## config.mk

```make
export PLATFORM = sky130hd
export DESIGN_NAME = sleep_wake_sequencer
export DESIGN_NICKNAME = d
export VERILOG_FILES = /design/src/sleep_wake_pkg.sv /design/src/low_power_tick_gen.sv /design/src/sleep_wake_sequencer.sv /design/src/wake_delay_timer.sv
export SDC_FILE = /design/constraint.sdc
export NUM_CORES = 1
export LEC_CHECK = 0
export ABC_CLOCK_PERIOD_IN_PS = 2800
export BUFFER_PORTS_ARGS = -buffer_cell sky130_fd_sc_hd__buf_4
export CAP_MARGIN = 20
export CORE_ASPECT_RATIO = 0.5
export CORE_UTILIZATION = 40
export DETAILED_ROUTE_END_ITERATION = 8
export SKIP_LAST_GASP = 1
export SYNTH_ARGS = -nofsm -noshare
export SYNTH_HDL_FRONTEND = slang
export SYNTH_SLANG_ARGS = --single-unit
```

## constraint.sdc

```tcl
create_clock -name pclk -period 2.8 [get_ports pclk]
set_input_delay 0.28 -clock pclk [delete_from_list [all_inputs] [get_ports pclk]]
set_output_delay 0.28 -clock pclk [all_outputs]
set_load 0.01 [all_outputs]
```

## src/sleep_wake_pkg.sv

```systemverilog
// constants, types and helpers shared by the sleep entry and wake-up sequencer
package sleep_wake_pkg;

    // register indices; byte address on the bus is four times the index
    localparam logic [7:0] SLEEP_REQ_IDX   = 8'h35;
    localparam logic [7:0] RADIO_CTL_IDX   = 8'h36;
    localparam logic [7:0] LP_CLK_SEL_IDX  = 8'h40;
    localparam logic [7:0] LP_CLK_DIV_IDX  = 8'h41;
    localparam logic [7:0] STATUS_IDX      = 8'h42;

    localparam int unsigned ADDR_W = 10;

    // sleep request register fields
    localparam int unsigned SLEEP_REQ_BIT  = 7;
    localparam int unsigned WAKE_LOW_W     = 7;

    // radio mode control register fields
    localparam int unsigned WAKE_HIGH_POS  = 3;
    localparam int unsigned WAKE_HIGH_W    = 2;
    localparam int unsigned RF_RESET_BIT   = 2;
    localparam int unsigned FORCE_TX_BIT   = 1;
    localparam int unsigned FORCE_RX_BIT   = 0;

    // low-power clock configuration fields
    localparam int unsigned LP_SEL_POS     = 6;
    localparam int unsigned LP_SEL_W       = 2;
    localparam int unsigned LP_DIV_W       = 5;

    // status register fields
    localparam int unsigned ST_ASLEEP_BIT  = 0;
    localparam int unsigned ST_STABLE_BIT  = 1;
    localparam int unsigned ST_CAL_BIT     = 2;
    localparam int unsigned ST_WAKING_BIT  = 3;

    localparam int unsigned WAKE_W = 9;

    // reset and recommended values
    localparam logic [WAKE_W-1:0]   WAKE_COUNT_RESET       = 9'h000;
    localparam logic [WAKE_W-1:0]   WAKE_COUNT_RECOMMENDED = 9'h05F;
    localparam logic [LP_SEL_W-1:0] LP_SEL_RESET           = 2'h0;
    localparam logic [LP_DIV_W-1:0] LP_DIV_RESET           = 5'h00;

    // low-power clock source encodings
    localparam logic [LP_SEL_W-1:0] LP_SEL_EXTERNAL = 2'h1;

    // timing
    localparam int unsigned CLK_PERIOD_NS     = 10;
    localparam int unsigned CAL_TIME_US       = 192;
    localparam int unsigned CAL_CYCLES        = (CAL_TIME_US * 1000 + CLK_PERIOD_NS - 1) / CLK_PERIOD_NS;
    localparam int unsigned LP_BASE_PERIOD_NS = 10000;
    localparam int unsigned LP_BASE_CYCLES    = LP_BASE_PERIOD_NS / CLK_PERIOD_NS;

    typedef enum logic [1:0] {
        PWR_RUN,
        PWR_SLEEP,
        PWR_WAKE
    } power_state_t;

    function automatic logic [ADDR_W-1:0] reg_byte_addr(input logic [7:0] idx);
        reg_byte_addr = {idx, 2'b00};
    endfunction

endpackage

```

## src/low_power_tick_gen.sv

```systemverilog
// low-power clock enable generator: source select and divisor
`timescale 1ns/1ps
`default_nettype none
module low_power_tick_gen #(
    parameter int unsigned BASE_CYCLES = sleep_wake_pkg::LP_BASE_CYCLES
) (
    input  wire logic                                 pclk,
    input  wire logic                                 presetn,
    input  wire logic                                 restart,
    input  wire logic [sleep_wake_pkg::LP_SEL_W-1:0]  low_power_clock_select,
    input  wire logic [sleep_wake_pkg::LP_DIV_W-1:0]  low_power_clock_divider,
    input  wire logic                                 ext_clock_pin,
    output logic                                      tick
);
    localparam int unsigned BW = $clog2(BASE_CYCLES + 1);

    if (BASE_CYCLES < 2) begin : g_check
        $error("BASE_CYCLES must be at least 2");
    end

    typedef struct packed {
        logic [1:0]                          pin_sync;
        logic                                pin_prev;
        logic [BW-1:0]                       base_cnt;
        logic [sleep_wake_pkg::LP_DIV_W-1:0] div_cnt;
        logic                                tick;
    } tick_state_t;

    tick_state_t s;
    tick_state_t n;

    always_comb begin
        logic src_tick;
        src_tick   = 1'b0;
        n          = s;
        n.tick     = 1'b0;
        n.pin_sync = {s.pin_sync[0], ext_clock_pin};
        n.pin_prev = s.pin_sync[1];
        if (s.base_cnt == BW'(BASE_CYCLES - 1)) begin
            n.base_cnt = '0;
        end else begin
            n.base_cnt = s.base_cnt + 1'b1;
        end
        // source select picks the raw sleep clock
        if (low_power_clock_select == sleep_wake_pkg::LP_SEL_EXTERNAL) begin
            src_tick = s.pin_sync[1] & ~s.pin_prev;
        end else begin
            src_tick = (s.base_cnt == BW'(BASE_CYCLES - 1));
        end
        // divisor stretches the period to divider+1 source periods
        if (src_tick) begin
            if (s.div_cnt >= low_power_clock_divider) begin
                n.div_cnt = '0;
                n.tick    = 1'b1;
            end else begin
                n.div_cnt = s.div_cnt + 1'b1;
            end
        end
        // realign the base phase so the first wake period is a whole one for the internal source; an external pin keeps its own phase
        if (restart) begin
            n.base_cnt = '0;
            n.div_cnt  = '0;
            n.tick     = 1'b0;
        end
    end

    always_ff @(posedge pclk or negedge presetn) begin
        if (!presetn) begin
            s <= '0;
        end else begin
            s <= n;
        end
    end

    assign tick = s.tick;

endmodule // low_power_tick_gen
`default_nettype wire

```

## src/sleep_wake_sequencer.sv

```systemverilog
// sleep entry and wake-up sequencer with its register file on APB
//
// Overview of operation
// - nine-bit wake count, low seven bits here
// - wake count bits 8:7 in mode control 4:3
// - wake count times main oscillator start-up
// - one count unit is one sleep-clock period
// - wake count resets to zero
// - sleep clock from source select and divisor
//
// Implementation choice: register access over APB.
`timescale 1ns/1ps
`default_nettype none
module sleep_wake_sequencer #(
    parameter int unsigned CAL_CYCLES     = sleep_wake_pkg::CAL_CYCLES,
    parameter int unsigned LP_BASE_CYCLES = sleep_wake_pkg::LP_BASE_CYCLES
) (
    input  wire logic                              pclk,
    input  wire logic                              presetn,
    input  wire logic                              psel,
    input  wire logic                              penable,
    input  wire logic                              pwrite,
    input  wire logic [sleep_wake_pkg::ADDR_W-1:0] paddr,
    input  wire logic [31:0]                       pwdata,
    output logic [31:0]                            prdata,
    output logic                                   pready,
    output logic                                   pslverr,
    input  wire logic                              wake_pin,
    input  wire logic                              ext_clock_pin,
    output logic                                   device_sleep,
    output logic                                   main_osc_enable,
    output logic                                   main_clock_stable,
    output logic                                   radio_fsm_reset,
    output logic                                   force_transmit_state,
    output logic                                   force_receive_state
);
    localparam int unsigned CAL_W = $clog2(CAL_CYCLES + 1);

    if (CAL_CYCLES < 1) begin : g_check_cal
        $error("CAL_CYCLES must be at least 1");
    end

    typedef struct packed {
        sleep_wake_pkg::power_state_t               pwr;
        logic [1:0]                                 wake_sync;
        logic [sleep_wake_pkg::WAKE_W-1:0]          wake_delay_count;
        logic                                       radio_fsm_reset;
        logic                                       force_tx;
        logic                                       force_rx;
        logic [sleep_wake_pkg::LP_SEL_W-1:0]        lp_sel;
        logic [sleep_wake_pkg::LP_DIV_W-1:0]        lp_div;
        logic [CAL_W-1:0]                           cal_cnt;
        logic                                       asleep;
        logic                                       osc_en;
        logic                                       clock_stable;
        logic                                       timer_start;
        logic [31:0]                                prdata;
        logic                                       pslverr;
    } seq_state_t;

    seq_state_t s;
    seq_state_t n;

    logic lp_tick;
    logic timer_busy;
    logic timer_done;

    // address decode, used by the write, read and error paths
    function automatic logic addr_hit(input logic [sleep_wake_pkg::ADDR_W-1:0] a,
                                      input logic [7:0]                        idx);
        addr_hit = (a == sleep_wake_pkg::reg_byte_addr(idx));
    endfunction

    function automatic logic mapped(input logic [sleep_wake_pkg::ADDR_W-1:0] a);
        mapped = addr_hit(a, sleep_wake_pkg::SLEEP_REQ_IDX)
               | addr_hit(a, sleep_wake_pkg::RADIO_CTL_IDX)
               | addr_hit(a, sleep_wake_pkg::LP_CLK_SEL_IDX)
               | addr_hit(a, sleep_wake_pkg::LP_CLK_DIV_IDX)
               | addr_hit(a, sleep_wake_pkg::STATUS_IDX);
    endfunction

    always_comb begin
        logic                 wr;
        logic                 sleep_go;
        logic [7:0]           rd;
        logic [7:0]           wb;
        logic                 cal_busy;
        wr       = psel & penable & pwrite;
        sleep_go = 1'b0;
        rd       = 8'h00;
        wb       = pwdata[7:0];
        cal_busy = s.radio_fsm_reset | (s.cal_cnt != '0);
        n             = s;
        n.timer_start = 1'b0;
        n.wake_sync   = {s.wake_sync[0], wake_pin};

        // calibration hold-off counts down after the radio reset is released
        if (s.cal_cnt != '0) begin
            n.cal_cnt = s.cal_cnt - 1'b1;
        end

        // register writes land in the access phase; pready is always high
        if (wr) begin
            if (addr_hit(paddr, sleep_wake_pkg::SLEEP_REQ_IDX)) begin
                n.wake_delay_count[sleep_wake_pkg::WAKE_LOW_W-1:0] =
                    wb[sleep_wake_pkg::WAKE_LOW_W-1:0];
                sleep_go = wb[sleep_wake_pkg::SLEEP_REQ_BIT];
            end
            if (addr_hit(paddr, sleep_wake_pkg::RADIO_CTL_IDX)) begin
                n.wake_delay_count[sleep_wake_pkg::WAKE_W-1:sleep_wake_pkg::WAKE_LOW_W] =
                    wb[sleep_wake_pkg::WAKE_HIGH_POS +: sleep_wake_pkg::WAKE_HIGH_W];
                n.radio_fsm_reset = wb[sleep_wake_pkg::RF_RESET_BIT];
                n.force_tx        = wb[sleep_wake_pkg::FORCE_TX_BIT];
                n.force_rx        = wb[sleep_wake_pkg::FORCE_RX_BIT];
                // releasing the reset starts the calibration wait shown in status
                if (s.radio_fsm_reset && !wb[sleep_wake_pkg::RF_RESET_BIT]) begin
                    n.cal_cnt = CAL_W'(CAL_CYCLES);
                end
            end
            if (addr_hit(paddr, sleep_wake_pkg::LP_CLK_SEL_IDX)) begin
                n.lp_sel = wb[sleep_wake_pkg::LP_SEL_POS +: sleep_wake_pkg::LP_SEL_W];
            end
            if (addr_hit(paddr, sleep_wake_pkg::LP_CLK_DIV_IDX)) begin
                n.lp_div = wb[sleep_wake_pkg::LP_DIV_W-1:0];
            end
        end

        // read data and error are captured in the setup phase
        if (psel && !penable) begin
            if (addr_hit(paddr, sleep_wake_pkg::SLEEP_REQ_IDX)) begin
                // the request bit is self-clearing, so it always reads zero
                rd = {1'b0, s.wake_delay_count[sleep_wake_pkg::WAKE_LOW_W-1:0]};
            end else if (addr_hit(paddr, sleep_wake_pkg::RADIO_CTL_IDX)) begin
                rd = {3'b000,
                      s.wake_delay_count[sleep_wake_pkg::WAKE_W-1:sleep_wake_pkg::WAKE_LOW_W],
                      s.radio_fsm_reset, s.force_tx, s.force_rx};
            end else if (addr_hit(paddr, sleep_wake_pkg::LP_CLK_SEL_IDX)) begin
                rd = {s.lp_sel, 6'b00_0000};
            end else if (addr_hit(paddr, sleep_wake_pkg::LP_CLK_DIV_IDX)) begin
                rd = {3'b000, s.lp_div};
            end else if (addr_hit(paddr, sleep_wake_pkg::STATUS_IDX)) begin
                rd[sleep_wake_pkg::ST_ASLEEP_BIT] = s.asleep;
                rd[sleep_wake_pkg::ST_STABLE_BIT] = s.clock_stable;
                rd[sleep_wake_pkg::ST_CAL_BIT]    = cal_busy;
                rd[sleep_wake_pkg::ST_WAKING_BIT] = timer_busy;
            end
            n.prdata  = {24'h00_0000, rd};
            n.pslverr = ~mapped(paddr);
        end

        // power sequencing
        case (s.pwr)
            sleep_wake_pkg::PWR_RUN: begin
                if (sleep_go) begin
                    n.pwr          = sleep_wake_pkg::PWR_SLEEP;
                    n.asleep       = 1'b1;
                    n.osc_en       = 1'b0;
                    n.clock_stable = 1'b0;
                end
            end
            sleep_wake_pkg::PWR_SLEEP: begin
                // a wake level already high at entry wakes at once
                if (s.wake_sync[1]) begin
                    n.pwr         = sleep_wake_pkg::PWR_WAKE;
                    n.asleep      = 1'b0;
                    n.osc_en      = 1'b1;
                    n.timer_start = 1'b1;
                end
            end
            sleep_wake_pkg::PWR_WAKE: begin
                // main clock counts as usable only after the full start-up count
                if (timer_done) begin
                    n.pwr          = sleep_wake_pkg::PWR_RUN;
                    n.clock_stable = 1'b1;
                end
            end
            default: begin
                n.pwr          = sleep_wake_pkg::PWR_RUN;
                n.asleep       = 1'b0;
                n.osc_en       = 1'b1;
                n.clock_stable = 1'b1;
            end
        endcase
    end

    always_ff @(posedge pclk or negedge presetn) begin
        if (!presetn) begin
            s                  <= '0;
            s.pwr              <= sleep_wake_pkg::PWR_RUN;
            s.wake_delay_count <= sleep_wake_pkg::WAKE_COUNT_RESET;
            s.lp_sel           <= sleep_wake_pkg::LP_SEL_RESET;
            s.lp_div           <= sleep_wake_pkg::LP_DIV_RESET;
            s.osc_en           <= 1'b1;
            s.clock_stable     <= 1'b1;
        end else begin
            s <= n;
        end
    end

    low_power_tick_gen #(
        .BASE_CYCLES (LP_BASE_CYCLES)
    ) low_power_tick_gen_inst (
        .pclk                    (pclk),
        .presetn                 (presetn),
        .restart                 (s.timer_start),
        .low_power_clock_select  (s.lp_sel),
        .low_power_clock_divider (s.lp_div),
        .ext_clock_pin           (ext_clock_pin),
        .tick                    (lp_tick)
    );

    wake_delay_timer #(
        .COUNT_W (sleep_wake_pkg::WAKE_W)
    ) wake_delay_timer_inst (
        .pclk             (pclk),
        .presetn          (presetn),
        .start            (s.timer_start),
        .wake_delay_count (s.wake_delay_count),
        .tick             (lp_tick),
        .busy             (timer_busy),
        .done             (timer_done)
    );

    assign prdata               = s.prdata;
    assign pready               = 1'b1;
    assign pslverr              = s.pslverr & psel & penable;
    assign device_sleep         = s.asleep;
    assign main_osc_enable      = s.osc_en;
    assign main_clock_stable    = s.clock_stable;
    assign radio_fsm_reset      = s.radio_fsm_reset;
    assign force_transmit_state = s.force_tx;
    assign force_receive_state  = s.force_rx;

endmodule // sleep_wake_sequencer
`default_nettype wire

```

## src/wake_delay_timer.sv

```systemverilog
// oscillator start-up timer counted in low-power clock periods
`timescale 1ns/1ps
`default_nettype none
module wake_delay_timer #(
    parameter int unsigned COUNT_W = sleep_wake_pkg::WAKE_W
) (
    input  wire logic               pclk,
    input  wire logic               presetn,
    input  wire logic               start,
    input  wire logic [COUNT_W-1:0] wake_delay_count,
    input  wire logic               tick,
    output logic                    busy,
    output logic                    done
);
    if (COUNT_W < 1) begin : g_check
        $error("COUNT_W must be at least 1");
    end

    typedef struct packed {
        logic               busy;
        logic               done;
        logic [COUNT_W-1:0] remaining;
    } timer_state_t;

    timer_state_t s;
    timer_state_t n;

    always_comb begin
        n      = s;
        n.done = 1'b0;
        if (start) begin
            if (wake_delay_count == '0) begin
                n.busy = 1'b0;
                n.done = 1'b1;
            end else begin
                n.busy      = 1'b1;
                n.remaining = wake_delay_count;
            end
        end else if (s.busy && tick) begin // one unit per sleep-clock period
            n.remaining = s.remaining - 1'b1;
            if (s.remaining == COUNT_W'(1)) begin
                n.busy = 1'b0;
                n.done = 1'b1;
            end
        end
    end

    always_ff @(posedge pclk or negedge presetn) begin
        if (!presetn) begin
            s <= '0;
        end else begin
            s <= n;
        end
    end

    assign busy = s.busy;
    assign done = s.done;

endmodule // wake_delay_timer
`default_nettype wire
```

==> results of run 1 <==
[cells in the final DEF, fill, tap and decap left out, drive strengths merged, types with 7 or more instances in the layout]
cell,Yosys,layout
nand2,29,29
nor2,47,47
conb,2,25
nor3,16,16
mux2,20,20
buf,38,46
inv,14,15
dfrtp,79,79
xor2,10,10
clkbuf,4,10
nand3,19,19
xnor2,8,8
o21ai,24,24
a21oi,16,16
ha,11,11
nor4,7,7
[worst min-delay path by stage]
stage	slack, ps	to	from
global placement	290	s[40]	presetn
CTS	40	n[72]	wake_pin
finish	50	low_power_tick_gen_inst.n[18]	ext_clock_pin
global route	30	low_power_tick_gen_inst.n[18]	ext_clock_pin
floorplan	-20	device_sleep	presetn
detailed placement	300	s[40]	presetn
[cell families (layout without fill, tap and decap cells)]
family	Yosys count	after routing	share of synthesized area, %
AOI/OAI and AO/OA	72	72	10.45
xor gates and xnor gates	18	18	3.699
adders and majority gates	11	11	3.230
buffers and inverters	56	77	7.956
DFF	81	81	47.62
muxes	24	24	6.224
other	2	25	0.1762
and+or+nand+nor	163	163	20.64
[Yosys cell counts, types with 3 or more instances]
cell type | instances | area [um^2]
sky130_fd_sc_hd__a22oi_1 | 5 | 37.54
sky130_fd_sc_hd__ha_1 | 11 | 137.6
sky130_fd_sc_hd__nor2_1 | 47 | 176.4
sky130_fd_sc_hd__or4_1 | 3 | 22.52
sky130_fd_sc_hd__a31oi_1 | 5 | 31.28
sky130_fd_sc_hd__and4_1 | 3 | 26.28
sky130_fd_sc_hd__a21o_1 | 4 | 30.03
sky130_fd_sc_hd__nand3b_1 | 3 | 22.52
sky130_fd_sc_hd__nor3_1 | 15 | 75.07
sky130_fd_sc_hd__o22ai_1 | 3 | 18.77
sky130_fd_sc_hd__and3_1 | 4 | 25.02
sky130_fd_sc_hd__a21oi_1 | 16 | 80.08
sky130_fd_sc_hd__xor2_1 | 10 | 87.58
sky130_fd_sc_hd__o31ai_1 | 3 | 22.52
sky130_fd_sc_hd__xnor2_1 | 8 | 70.07
sky130_fd_sc_hd__o21ai_0 | 24 | 120.1
sky130_fd_sc_hd__nor2b_1 | 5 | 31.28
sky130_fd_sc_hd__nand2b_1 | 5 | 31.28
sky130_fd_sc_hd__nand4_1 | 4 | 25.02
sky130_fd_sc_hd__buf_4 | 33 | 247.7
sky130_fd_sc_hd__nor4_1 | 6 | 37.54
sky130_fd_sc_hd__dfrtp_1 | 79 | 1977
sky130_fd_sc_hd__nand3_1 | 19 | 95.09
sky130_fd_sc_hd__mux2i_1 | 4 | 40.04
sky130_fd_sc_hd__inv_1 | 14 | 52.55
sky130_fd_sc_hd__buf_2 | 4 | 20.02
sky130_fd_sc_hd__mux2_2 | 20 | 225.2
sky130_fd_sc_hd__nand2_1 | 29 | 108.9
sky130_fd_sc_hd__clkbuf_1 | 4 | 15.01
[per-layer routing]
layer / vias up / wire [um] / track usage, %
met4: 0 / 70 / 5.498
met3: 6 / 292 / 4.606
met2: 57 / 3770 / 26.71
met5: - / 0 / 0
li1: 1541 / - / -
met1: 1493 / 4404 / 23.36
[sequential cells by signal (all words and copies together) (netlist names), 2 cells and up]
signal                     cells
prdata                         8
low_power_tick_gen_inst.n      2
wake_delay_timer_inst.s        9
low_power_tick_gen_inst.s     16
s                             36
[stage by stage]
step	std cells	setup slack, ps	instance area (um^2)
floorplan	450	981.9	4348
global placement	594	733.3	4594
detailed placement	594	647.4	4594
CTS	611	627.8	4949
global route	611	386.3	4949
finish	611	627.0	4949
[power by group through the flow]
stage | Clock [W] | Sequential [W] | Combinational [W]
after floorplan | 0 | 0.00127 | 0.000124
after global placement | 0 | 0.00128 | 0.000173
after detailed placement | 0 | 0.00128 | 0.000177
after CTS | 0.00139 | 0.00126 | 0.000178
after global routing | 0.00144 | 0.00127 | 0.000200
final | 0.00135 | 0.00126 | 0.000175
[area by class of cell]
type | instances | area, um^2 | area share, %
inverter | 14 | 52.55 | 1.062
timing repair buffer | 47 | 367.9 | 7.434
clock buffer | 10 | 229.0 | 4.627
clock inverter | 6 | 115.1 | 2.326
tap | 140 | 175.2 | 3.540
multi-input combinational | 313 | 1979 | 40.00
sequential | 81 | 2029 | 41.01
==> reports/metrics.json, run 1 <==
{
  "avgRoutedWirePerCell": {"value": 13.97, "unit": "um"},
  "cell_type_group_with_the_largest_total_delay_on_the_critical_path": {"value": "simple AND/OR/NAND/NOR gates"},
  "hold_path_class": {"value": "input pin to flip-flop"},
  "critPathArrivalTime": {"value": 2390, "unit": "ps"},
  "critical_path.slowest_cell": {"value": "sky130_fd_sc_hd__nor3b_1"},
  "drt_iter0_markers": {"value": 153},
  "initial_core_util": {"value": 41.46, "unit": "%"},
  "total_leakage_power": {"value": 2.212, "unit": "nW"},
  "synth-edff-count": {"value": 0},
  "hold_ws": {"value": 47.94, "unit": "ps"},
  "worst-endpoint-required": {"value": 3020, "unit": "ps"},
  "worst_setup_hold_path_clk_slew": {"value": 60, "unit": "ps"},
  "hold_path_depth": {"value": 1},
  "worst-slew-pin-transition": {"value": 666.0, "unit": "ps"},
  "power.net_switching": {"value": 0.0006206, "unit": "W"},
  "num_rows": {"value": 26},
  "n_fill_cell": {"value": 1000},
  "postCtsSetupBuffers": {"value": 0},
  "clock_insertion_delay_worst_skew": {"value": 340, "unit": "ps"},
  "io_pins": {"value": 89},
  "outcome": {"value": "complete, no violations"},
  "cp-startpoint": {"value": "s[37]"},
  "critical_path_class": {"value": "flip-flop to flip-flop"},
  "report.final.slew_viol_count": {"value": 0},
  "critical_path_peak_fanout": {"value": 6},
  "slew_headroom": {"value": 55.60, "unit": "%"},
  "grt_first_pass_wirelength": {"value": 14.34, "unit": "mm"},
  "cts_max_level": {"value": 3},
  "first_global_vias": {"value": 2924},
  "cp-end-kind": {"value": "flip-flop"},
  "setup.worst_path.start_class": {"value": "flip-flop"},
  "totalPowerFinal": {"value": 0.002789, "unit": "W"},
  "detail_placement_hpwl": {"value": 6.216, "unit": "mm"},
  "detailedRoute.firstPassIterationCount": {"value": 4},
  "ir_worst_vdd": {"value": 261.5, "unit": "uV"},
  "ys_seq_area_share": {"value": 47.62, "unit": "%"},
  "syn_avg_cell_area": {"value": 9.980, "unit": "um^2"},
  "cts_tree": {"value": "done"},
  "post_cts.resized_instances": {"value": 0},
  "design.final.nets": {"value": 526},
  "fp.dieW": {"value": 148.0, "unit": "um"},
  "pwr-share-comb": {"value": 6.3, "unit": "%"},
  "cp_num_cells": {"value": 7},
  "rr_startpoint": {"value": "s[37]"},
  "timing_hold_violations_final": {"value": 0},
  "clock_sinks": {"value": 81},
  "critical_path.cell_chain": {"value": "inv_1 -> ha_1 -> nor3b_1 -> nand4_1 -> o21ai_0 -> a21oi_1 -> a2bb2oi_1"},
  "synth.cell_area": {"value": 4262, "unit": "um^2"},
  "antenna_left": {"value": 0},
  "routed-via-count": {"value": 3097},
  "grt_antenna_before_repair": {"value": 0},
  "drive_above_1_share": {"value": 19.11, "unit": "%"},
  "cts_buffers": {"value": 9},
  "sw_frac_of_total": {"value": 22.26, "unit": "%"},
  "period_needed": {"value": 2173, "unit": "ps"},
  "setup_tns": {"value": 0, "unit": "ps"},
  "n_antenna_cell": {"value": 0},
  "power_density_over_cell_area": {"value": 563.5, "unit": "nW/um^2"},
  "endpoint": {"value": "prdata[2]"},
  "die_height": {"value": 74.99, "unit": "um"},
  "timing.max_cap.violations": {"value": 0},
  "synth.ff_latch_count": {"value": 81},
  "design.die.area": {"value": 11100, "unit": "um^2"},
  "worstReg2RegEnd": {"value": "prdata[2]"},
  "globalRoute.totalOverflow": {"value": 0},
  "critical_path_buf_inv_count": {"value": 1},
  "r2r.worst_path.cells": {"value": 7},
  "final_util": {"value": 48.14, "unit": "%"},
  "synth_ff_type": {"value": "sky130_fd_sc_hd__dfrtp_1"},
  "gp_routability_congestion": {"value": 0.7967},
  "intPower": {"value": 0.002168, "unit": "W"},
  "fin_skew": {"value": 7.074, "unit": "ps"},
  "port-buffer-count": {"value": 39},
  "final.period_utilization": {"value": 77.61, "unit": "%"},
  "clock_power_share": {"value": 48.6, "unit": "%"},
  "finalWirelength": {"value": 8.537, "unit": "mm"},
  "synthToLayoutAreaGrowth": {"value": 16.12, "unit": "%"},
  "fp.coreArea": {"value": 10280, "unit": "um^2"},
  "worst-r2r-setup-slack": {"value": 630, "unit": "ps"},
  "clock_tree.buffer_depth": {"value": 2},
  "postSynthCellCount": {"value": 427},
  "max_freq": {"value": 0.4602, "unit": "GHz"},
  "power.share.sequential": {"value": 45.2, "unit": "%"},
  "maximum_number_of_pins_on_one_net_before_global_route_repair": {"value": 43},
  "synth_async_sr_flop_share": {"value": 100.0, "unit": "%"},
  "synth-warning-count": {"value": 0},
  "via_per_inst": {"value": 5.069},
  "grt_setup_unrepaired": {"value": "false"},
  "post_synth_num_cell_types": {"value": 55},
  "cts_hold_buffers": {"value": 1},
  "remaining_drc_errors": {"value": 0},
  "ctsRootBufferMaster": {"value": "sky130_fd_sc_hd__clkbuf_16"},
  "final-setup-viol-count": {"value": 0},
  "grt_usage": {"value": 17.08, "unit": "%"},
  "cpPeakStageDelay": {"value": 470, "unit": "ps"}
}
No activity file was read; power rests on OpenSTA's default activity.
==> run 2, diff against run 1 <==
--- a/config.mk
+++ b/config.mk
@@ -5,7 +5,8 @@
 export SDC_FILE = /design/constraint.sdc
 export NUM_CORES = 1
 export LEC_CHECK = 0
-export ABC_CLOCK_PERIOD_IN_PS = 2800
+export ABC_AREA = 1
+export ABC_CLOCK_PERIOD_IN_PS = 1800
 export BUFFER_PORTS_ARGS = -buffer_cell sky130_fd_sc_hd__buf_4
 export CAP_MARGIN = 20
 export CORE_ASPECT_RATIO = 0.5
==> constraint.sdc (replaced) <==
create_clock -name pclk -period 1.8 [get_ports pclk]
set_input_delay 0.18 -clock pclk [delete_from_list [all_inputs] [get_ports pclk]]
set_output_delay 0.18 -clock pclk [all_outputs]
set_load 0.01 [all_outputs]
==> run 2 against run 1 <==
Net effect: synthesized cell count increased by 31%; final cell count increased by 24%; die area increased by 7.5%; via count increased by 16%; fmax increased by 38%; total power increased by 95%; sequential share of layout area decreased by 2.8 points; combinational power increased to 6.0 times the previous value; sequential power increased by 85%; first-iteration DRC count increased by 15%; sequential cell count unchanged; non-clock buffer count increased by 4.
==> reports/metrics.json, run 2 <==
{
  "area_of_the_multi_input_gates": {"value": 2103, "unit": "um^2", "change": "+6.3%"},
  "synth.ff_latch_count": {"value": 81, "change": "unchanged"},
  "cts_buffers": {"value": 9, "change": "unchanged"},
  "yosys-top-cells-count": {"value": "127 x sky130_fd_sc_hd__nand2_1, 79 x sky130_fd_sc_hd__dfrtp_1, 68 x sky130_fd_sc_hd__nor2_1"},
  "synthToLayoutAreaGrowth": {"value": 15.68, "unit": "%"},
  "clock_insertion_delay_worst_skew": {"value": 350, "unit": "ps", "change": "about the same"},
  "layout_commonest_cell": {"value": "sky130_fd_sc_hd__nand2_1"},
  "globalRoute.totalOverflow": {"value": 0, "change": "unchanged"},
  "synth_async_sr_flop_share": {"value": 100.0, "unit": "%", "change": "unchanged"},
  "grt_antenna_before_repair": {"value": 0, "change": "unchanged"},
  "global_route.usage.met3": {"value": 4.022, "unit": "%", "change": "-0.58 points"},
  "global_route_track_usage_on_met2": {"value": 26.82, "unit": "%", "change": "+0.11 points"},
  "finalWirelength": {"value": 9.503, "unit": "mm", "change": "+11%"},
  "drive_above_1_share": {"value": 18.43, "unit": "%", "change": "-0.67 points"},
  "dominant_combinational_cell_family_by_area_after_synthesis": {"value": "simple AND/OR/NAND/NOR gates"},
  "cts_tree": {"value": "done"},
  "period_needed": {"value": 1575, "unit": "ps", "change": "-598.4 ps"},
  "via_per_inst": {"value": 4.745, "change": "-6.4%"},
  "detailedRoute.firstPassIterationCount": {"value": 4, "change": "unchanged"},
  "die_height": {"value": 77.74, "unit": "um", "change": "+3.7%"},
  "critical_path_peak_fanout": {"value": 6, "change": "unchanged"},
  "port-buffer-count": {"value": 39, "change": "unchanged"},
  "timing_hold_violations_final": {"value": 0, "change": "unchanged"},
  "n_fill_cell": {"value": 1100, "change": "+10%"},
  "design.final.nets": {"value": 668, "change": "+27%"},
  "largest_register": {"value": "s"},
  "grt_first_pass_wirelength": {"value": 15.75, "unit": "mm", "change": "+9.9%"},
  "detail_placement_hpwl": {"value": 7.020, "unit": "mm", "change": "+13%"},
  "flip_flop_count_of_the_largest_register_after_layout": {"value": 36, "change": "unchanged"},
  "avgRoutedWirePerCell": {"value": 12.54, "unit": "um", "change": "-10%"},
  "synthMostInstantiatedCell": {"value": "sky130_fd_sc_hd__nand2_1"},
  "global_route.peak_usage_layer": {"value": "met2"},
  "post_synth_mux_area_share": {"value": 0, "unit": "%", "change": "-6.2 points"},
  "report.final.slew_viol_count": {"value": 0, "change": "unchanged"},
  "worstReg2RegEnd": {"value": "low_power_tick_gen_inst.s[5]"},
  "rr_startpoint": {"value": "low_power_tick_gen_inst.s[3]"},
  "clock_tree.buffer_depth": {"value": 2, "change": "unchanged"},
  "post_cts.resized_instances": {"value": 0, "change": "unchanged"},
  "remaining_drc_errors": {"value": 0, "change": "unchanged"},
  "outcome": {"value": "complete, no violations"},
  "synth_ff_type": {"value": "sky130_fd_sc_hd__dfrtp_1"},
  "synth-edff-count": {"value": 0, "change": "unchanged"},
  "gp_routability_congestion": {"value": 0.8249, "change": "+3.5%"},
  "syn_avg_cell_area": {"value": 8.181, "unit": "um^2", "change": "-18%"},
  "post_synth_fa_ha_maj_area_fraction": {"value": 2.999, "unit": "%", "change": "-0.23 points"},
  "final.period_utilization": {"value": 87.48, "unit": "%", "change": "+9.9 points"},
  "power_density_over_cell_area": {"value": 1026, "unit": "nW/um^2", "change": "+82%"},
  "n_antenna_cell": {"value": 0, "change": "unchanged"},
  "hold_start": {"value": "pwdata[5]"},
  "synth-compound-area-share": {"value": 8.315, "unit": "%", "change": "-2.1 points"},
  "post_dp_cell_area": {"value": 4940, "unit": "um^2", "change": "+7.5%"},
  "worst_hold_path.endpoint": {"value": "s[67]"},
  "worst-r2r-setup-slack": {"value": 230, "unit": "ps", "change": "-400 ps"},
  "grt_setup_unrepaired": {"value": "false"},
  "postCtsSetupBuffers": {"value": 0, "change": "unchanged"},
  "post_synth_num_cell_types": {"value": 45, "change": "-18%"},
  "grt_use_met1": {"value": 23.10, "unit": "%", "change": "-0.26 points"},
  "cts_max_level": {"value": 3, "change": "unchanged"},
  "cp-end-kind": {"value": "flip-flop"},
  "antenna_left": {"value": 0, "change": "unchanged"},
  "ys_seq_area_share": {"value": 44.22, "unit": "%", "change": "-3.4 points"},
  "hold_path_depth": {"value": 3, "change": "+2"},
  "fin_skew": {"value": 7.336, "unit": "ps", "change": "+0.2624 ps"},
  "final_cell_area": {"value": 5309, "unit": "um^2", "change": "+7.3%"},
  "first_global_vias": {"value": 3283, "change": "+12%"},
  "ys_top_cells_by_area": {"value": "sky130_fd_sc_hd__dfrtp_1 43%, sky130_fd_sc_hd__nand2_1 10%, sky130_fd_sc_hd__nor2_1 5.6%, sky130_fd_sc_hd__buf_4 5.4%, sky130_fd_sc_hd__inv_1 4.7%"},
  "synth-warning-count": {"value": 0, "change": "unchanged"},
  "r2r.worst_path.cells": {"value": 7, "change": "unchanged"},
  "ctsRootBufferMaster": {"value": "sky130_fd_sc_hd__clkbuf_16"},
  "yosysTopAreaCellShare": {"value": 43.08, "unit": "%", "change": "-3.3 points"},
  "maximum_number_of_pins_on_one_net_before_global_route_repair": {"value": 36, "change": "-16%"},
  "hold_path_class": {"value": "input pin to flip-flop"},
  "critPathArrivalTime": {"value": 1850, "unit": "ps", "change": "-540 ps"},
  "worst_setup_hold_path_clk_slew": {"value": 60, "unit": "ps", "change": "about the same"},
  "design.die.area": {"value": 11930, "unit": "um^2", "change": "+7.5%"},
  "layout.cells.most_common_list": {"value": "127 x sky130_fd_sc_hd__nand2_1, 79 x sky130_fd_sc_hd__dfrtp_1, 68 x sky130_fd_sc_hd__nor2_1, 57 x sky130_fd_sc_hd__inv_1, 47 x sky130_fd_sc_hd__buf_4"},
  "critical_path_class": {"value": "flip-flop to flip-flop"},
  "num_rows": {"value": 27, "change": "+3.8%"},
  "synth.cell_area": {"value": 4589, "unit": "um^2", "change": "+7.7%"},
  "final-setup-viol-count": {"value": 0, "change": "unchanged"},
  "cts_hold_buffers": {"value": 3, "change": "+2"},
  "io_pins": {"value": 89, "change": "unchanged"},
  "worst-endpoint-required": {"value": 2080, "unit": "ps", "change": "-940 ps"},
  "timing.max_cap.violations": {"value": 0, "change": "unchanged"},
  "grt_usage": {"value": 17.13, "unit": "%", "change": "+0.048 points"},
  "netlist.top_cell.by_area": {"value": "sky130_fd_sc_hd__dfrtp_1"},
  "routed-via-count": {"value": 3597, "change": "+16%"},
  "setup_tns": {"value": 0, "unit": "ps", "change": "unchanged"},
  "postSynthCellCount": {"value": 561, "change": "+31%"},
  "clock_sinks": {"value": 81, "change": "unchanged"},
  "register_area": {"value": 2029, "unit": "um^2", "change": "unchanged"},
  "fp.coreArea": {"value": 11080, "unit": "um^2", "change": "+7.8%"},
  "post_synth_xor_area_fraction": {"value": 3.626, "unit": "%", "change": "-0.073 points"},
  "fp.dieW": {"value": 153.5, "unit": "um", "change": "+3.7%"},
  "total_leakage_power": {"value": 2.596, "unit": "nW", "change": "+17%"},
  "max_freq": {"value": 0.6351, "unit": "GHz", "change": "+38%"},
  "drt_iter0_markers": {"value": 176, "change": "+15%"},
  "initial_core_util": {"value": 41.42, "unit": "%", "change": "about the same"},
  "reg.largest.list": {"value": "s (36), low_power_tick_gen_inst.s (16), wake_delay_timer_inst.s (9)"},
  "setup.worst_path.start_class": {"value": "flip-flop"},
  "post_synth_and_or_nand_nor_area_fraction": {"value": 28.84, "unit": "%", "change": "+8.2 points"},
  "ir_worst_vdd": {"value": 543.9, "unit": "uV", "change": "+110%"}
}
[run 2: cell types whose count changed in the layout (fill, tap and decap cells not counted), moves of 7 or more]
cell / previous run / this run
sky130_fd_sc_hd__mux2_2: 20 / 0
sky130_fd_sc_hd__a21oi_1: 16 / 8
sky130_fd_sc_hd__o21ai_2: 0 / 7
sky130_fd_sc_hd__nor2_2: 0 / 8
sky130_fd_sc_hd__nand4_1: 4 / 13
sky130_fd_sc_hd__nand2_1: 29 / 127
sky130_fd_sc_hd__nor2_1: 47 / 68
sky130_fd_sc_hd__inv_1: 14 / 57
sky130_fd_sc_hd__o21ai_1: 0 / 8
sky130_fd_sc_hd__nor3_1: 15 / 6
sky130_fd_sc_hd__nand3_1: 19 / 32
[run 2: kinds of logic after synthesis]
kind of cell,count (synthesis)
xor+xnor,19
other cells,2
simple gates,283
fa+ha+maj,11
flops,81
compound gates,63
buf+inv,102
[run 2: worst max-delay path by stage]
stage / from / endpoint / slack (ps)
6_report: low_power_tick_gen_inst.s[3] / low_power_tick_gen_inst.s[5] / 230
5_1_grt: low_power_tick_gen_inst.s[3] / low_power_tick_gen_inst.s[4] / 30
4_1_cts: low_power_tick_gen_inst.s[3] / low_power_tick_gen_inst.s[5] / 200
3_5_place_dp: low_power_tick_gen_inst.s[3] / low_power_tick_gen_inst.s[3] / 210
3_3_place_gp: low_power_tick_gen_inst.s[3] / low_power_tick_gen_inst.s[5] / 240
2_1_floorplan: s[37] / s[37] / 400
[run 2: final cells by class]
type                       count  area share, %
clock inverter                 5          1.626
timing repair buffer          51          7.589
sequential                    81          38.23
inverter                      64          4.761
multi-input combinational    401          39.62
clock buffer                  11          4.761
tap                          145          3.417
[run 2: per-layer routing]
metal,up-vias,wire length [um]
met4,0,102
li1,1831,-
met1,1698,4826
met5,-,0
met3,9,322
met2,59,4252
[run 2: through the flow]
step / setup slack (ps) / hold WS [ps] / instances / power [W] / util [%]
6_report: 225.4 / 85.56 / 758 / 0.005446 / 47.91
3_5_place_dp: 212.9 / 169.2 / 739 / 0.003407 / 44.58
2_1_floorplan: 402.5 / -115.6 / 584 / 0.003091 / -
5_1_grt: 33.85 / 91.75 / 758 / 0.005771 / 47.91
3_3_place_gp: 241.9 / 174.7 / 739 / 0.003384 / 44.58
4_1_cts: 198.5 / 76.19 / 758 / 0.005514 / 47.91
[run 2: report_power, final]
group	switching [W]	internal [W]
Clock	0.000769	0.00130
Sequential	0.000244	0.00208
Combinational	0.000630	0.000420
Total	0.00164	0.00380
[run 2: critical path, cell delays in order, from the launching register on]
cell	delay, ps
sky130_fd_sc_hd__dfrtp_1	430
sky130_fd_sc_hd__ha_1	350
sky130_fd_sc_hd__a21oi_1	140
sky130_fd_sc_hd__o21a_1	120
sky130_fd_sc_hd__nand3_1	180
sky130_fd_sc_hd__nor2_1	140
sky130_fd_sc_hd__nand3_1	80
sky130_fd_sc_hd__nand2_1	70
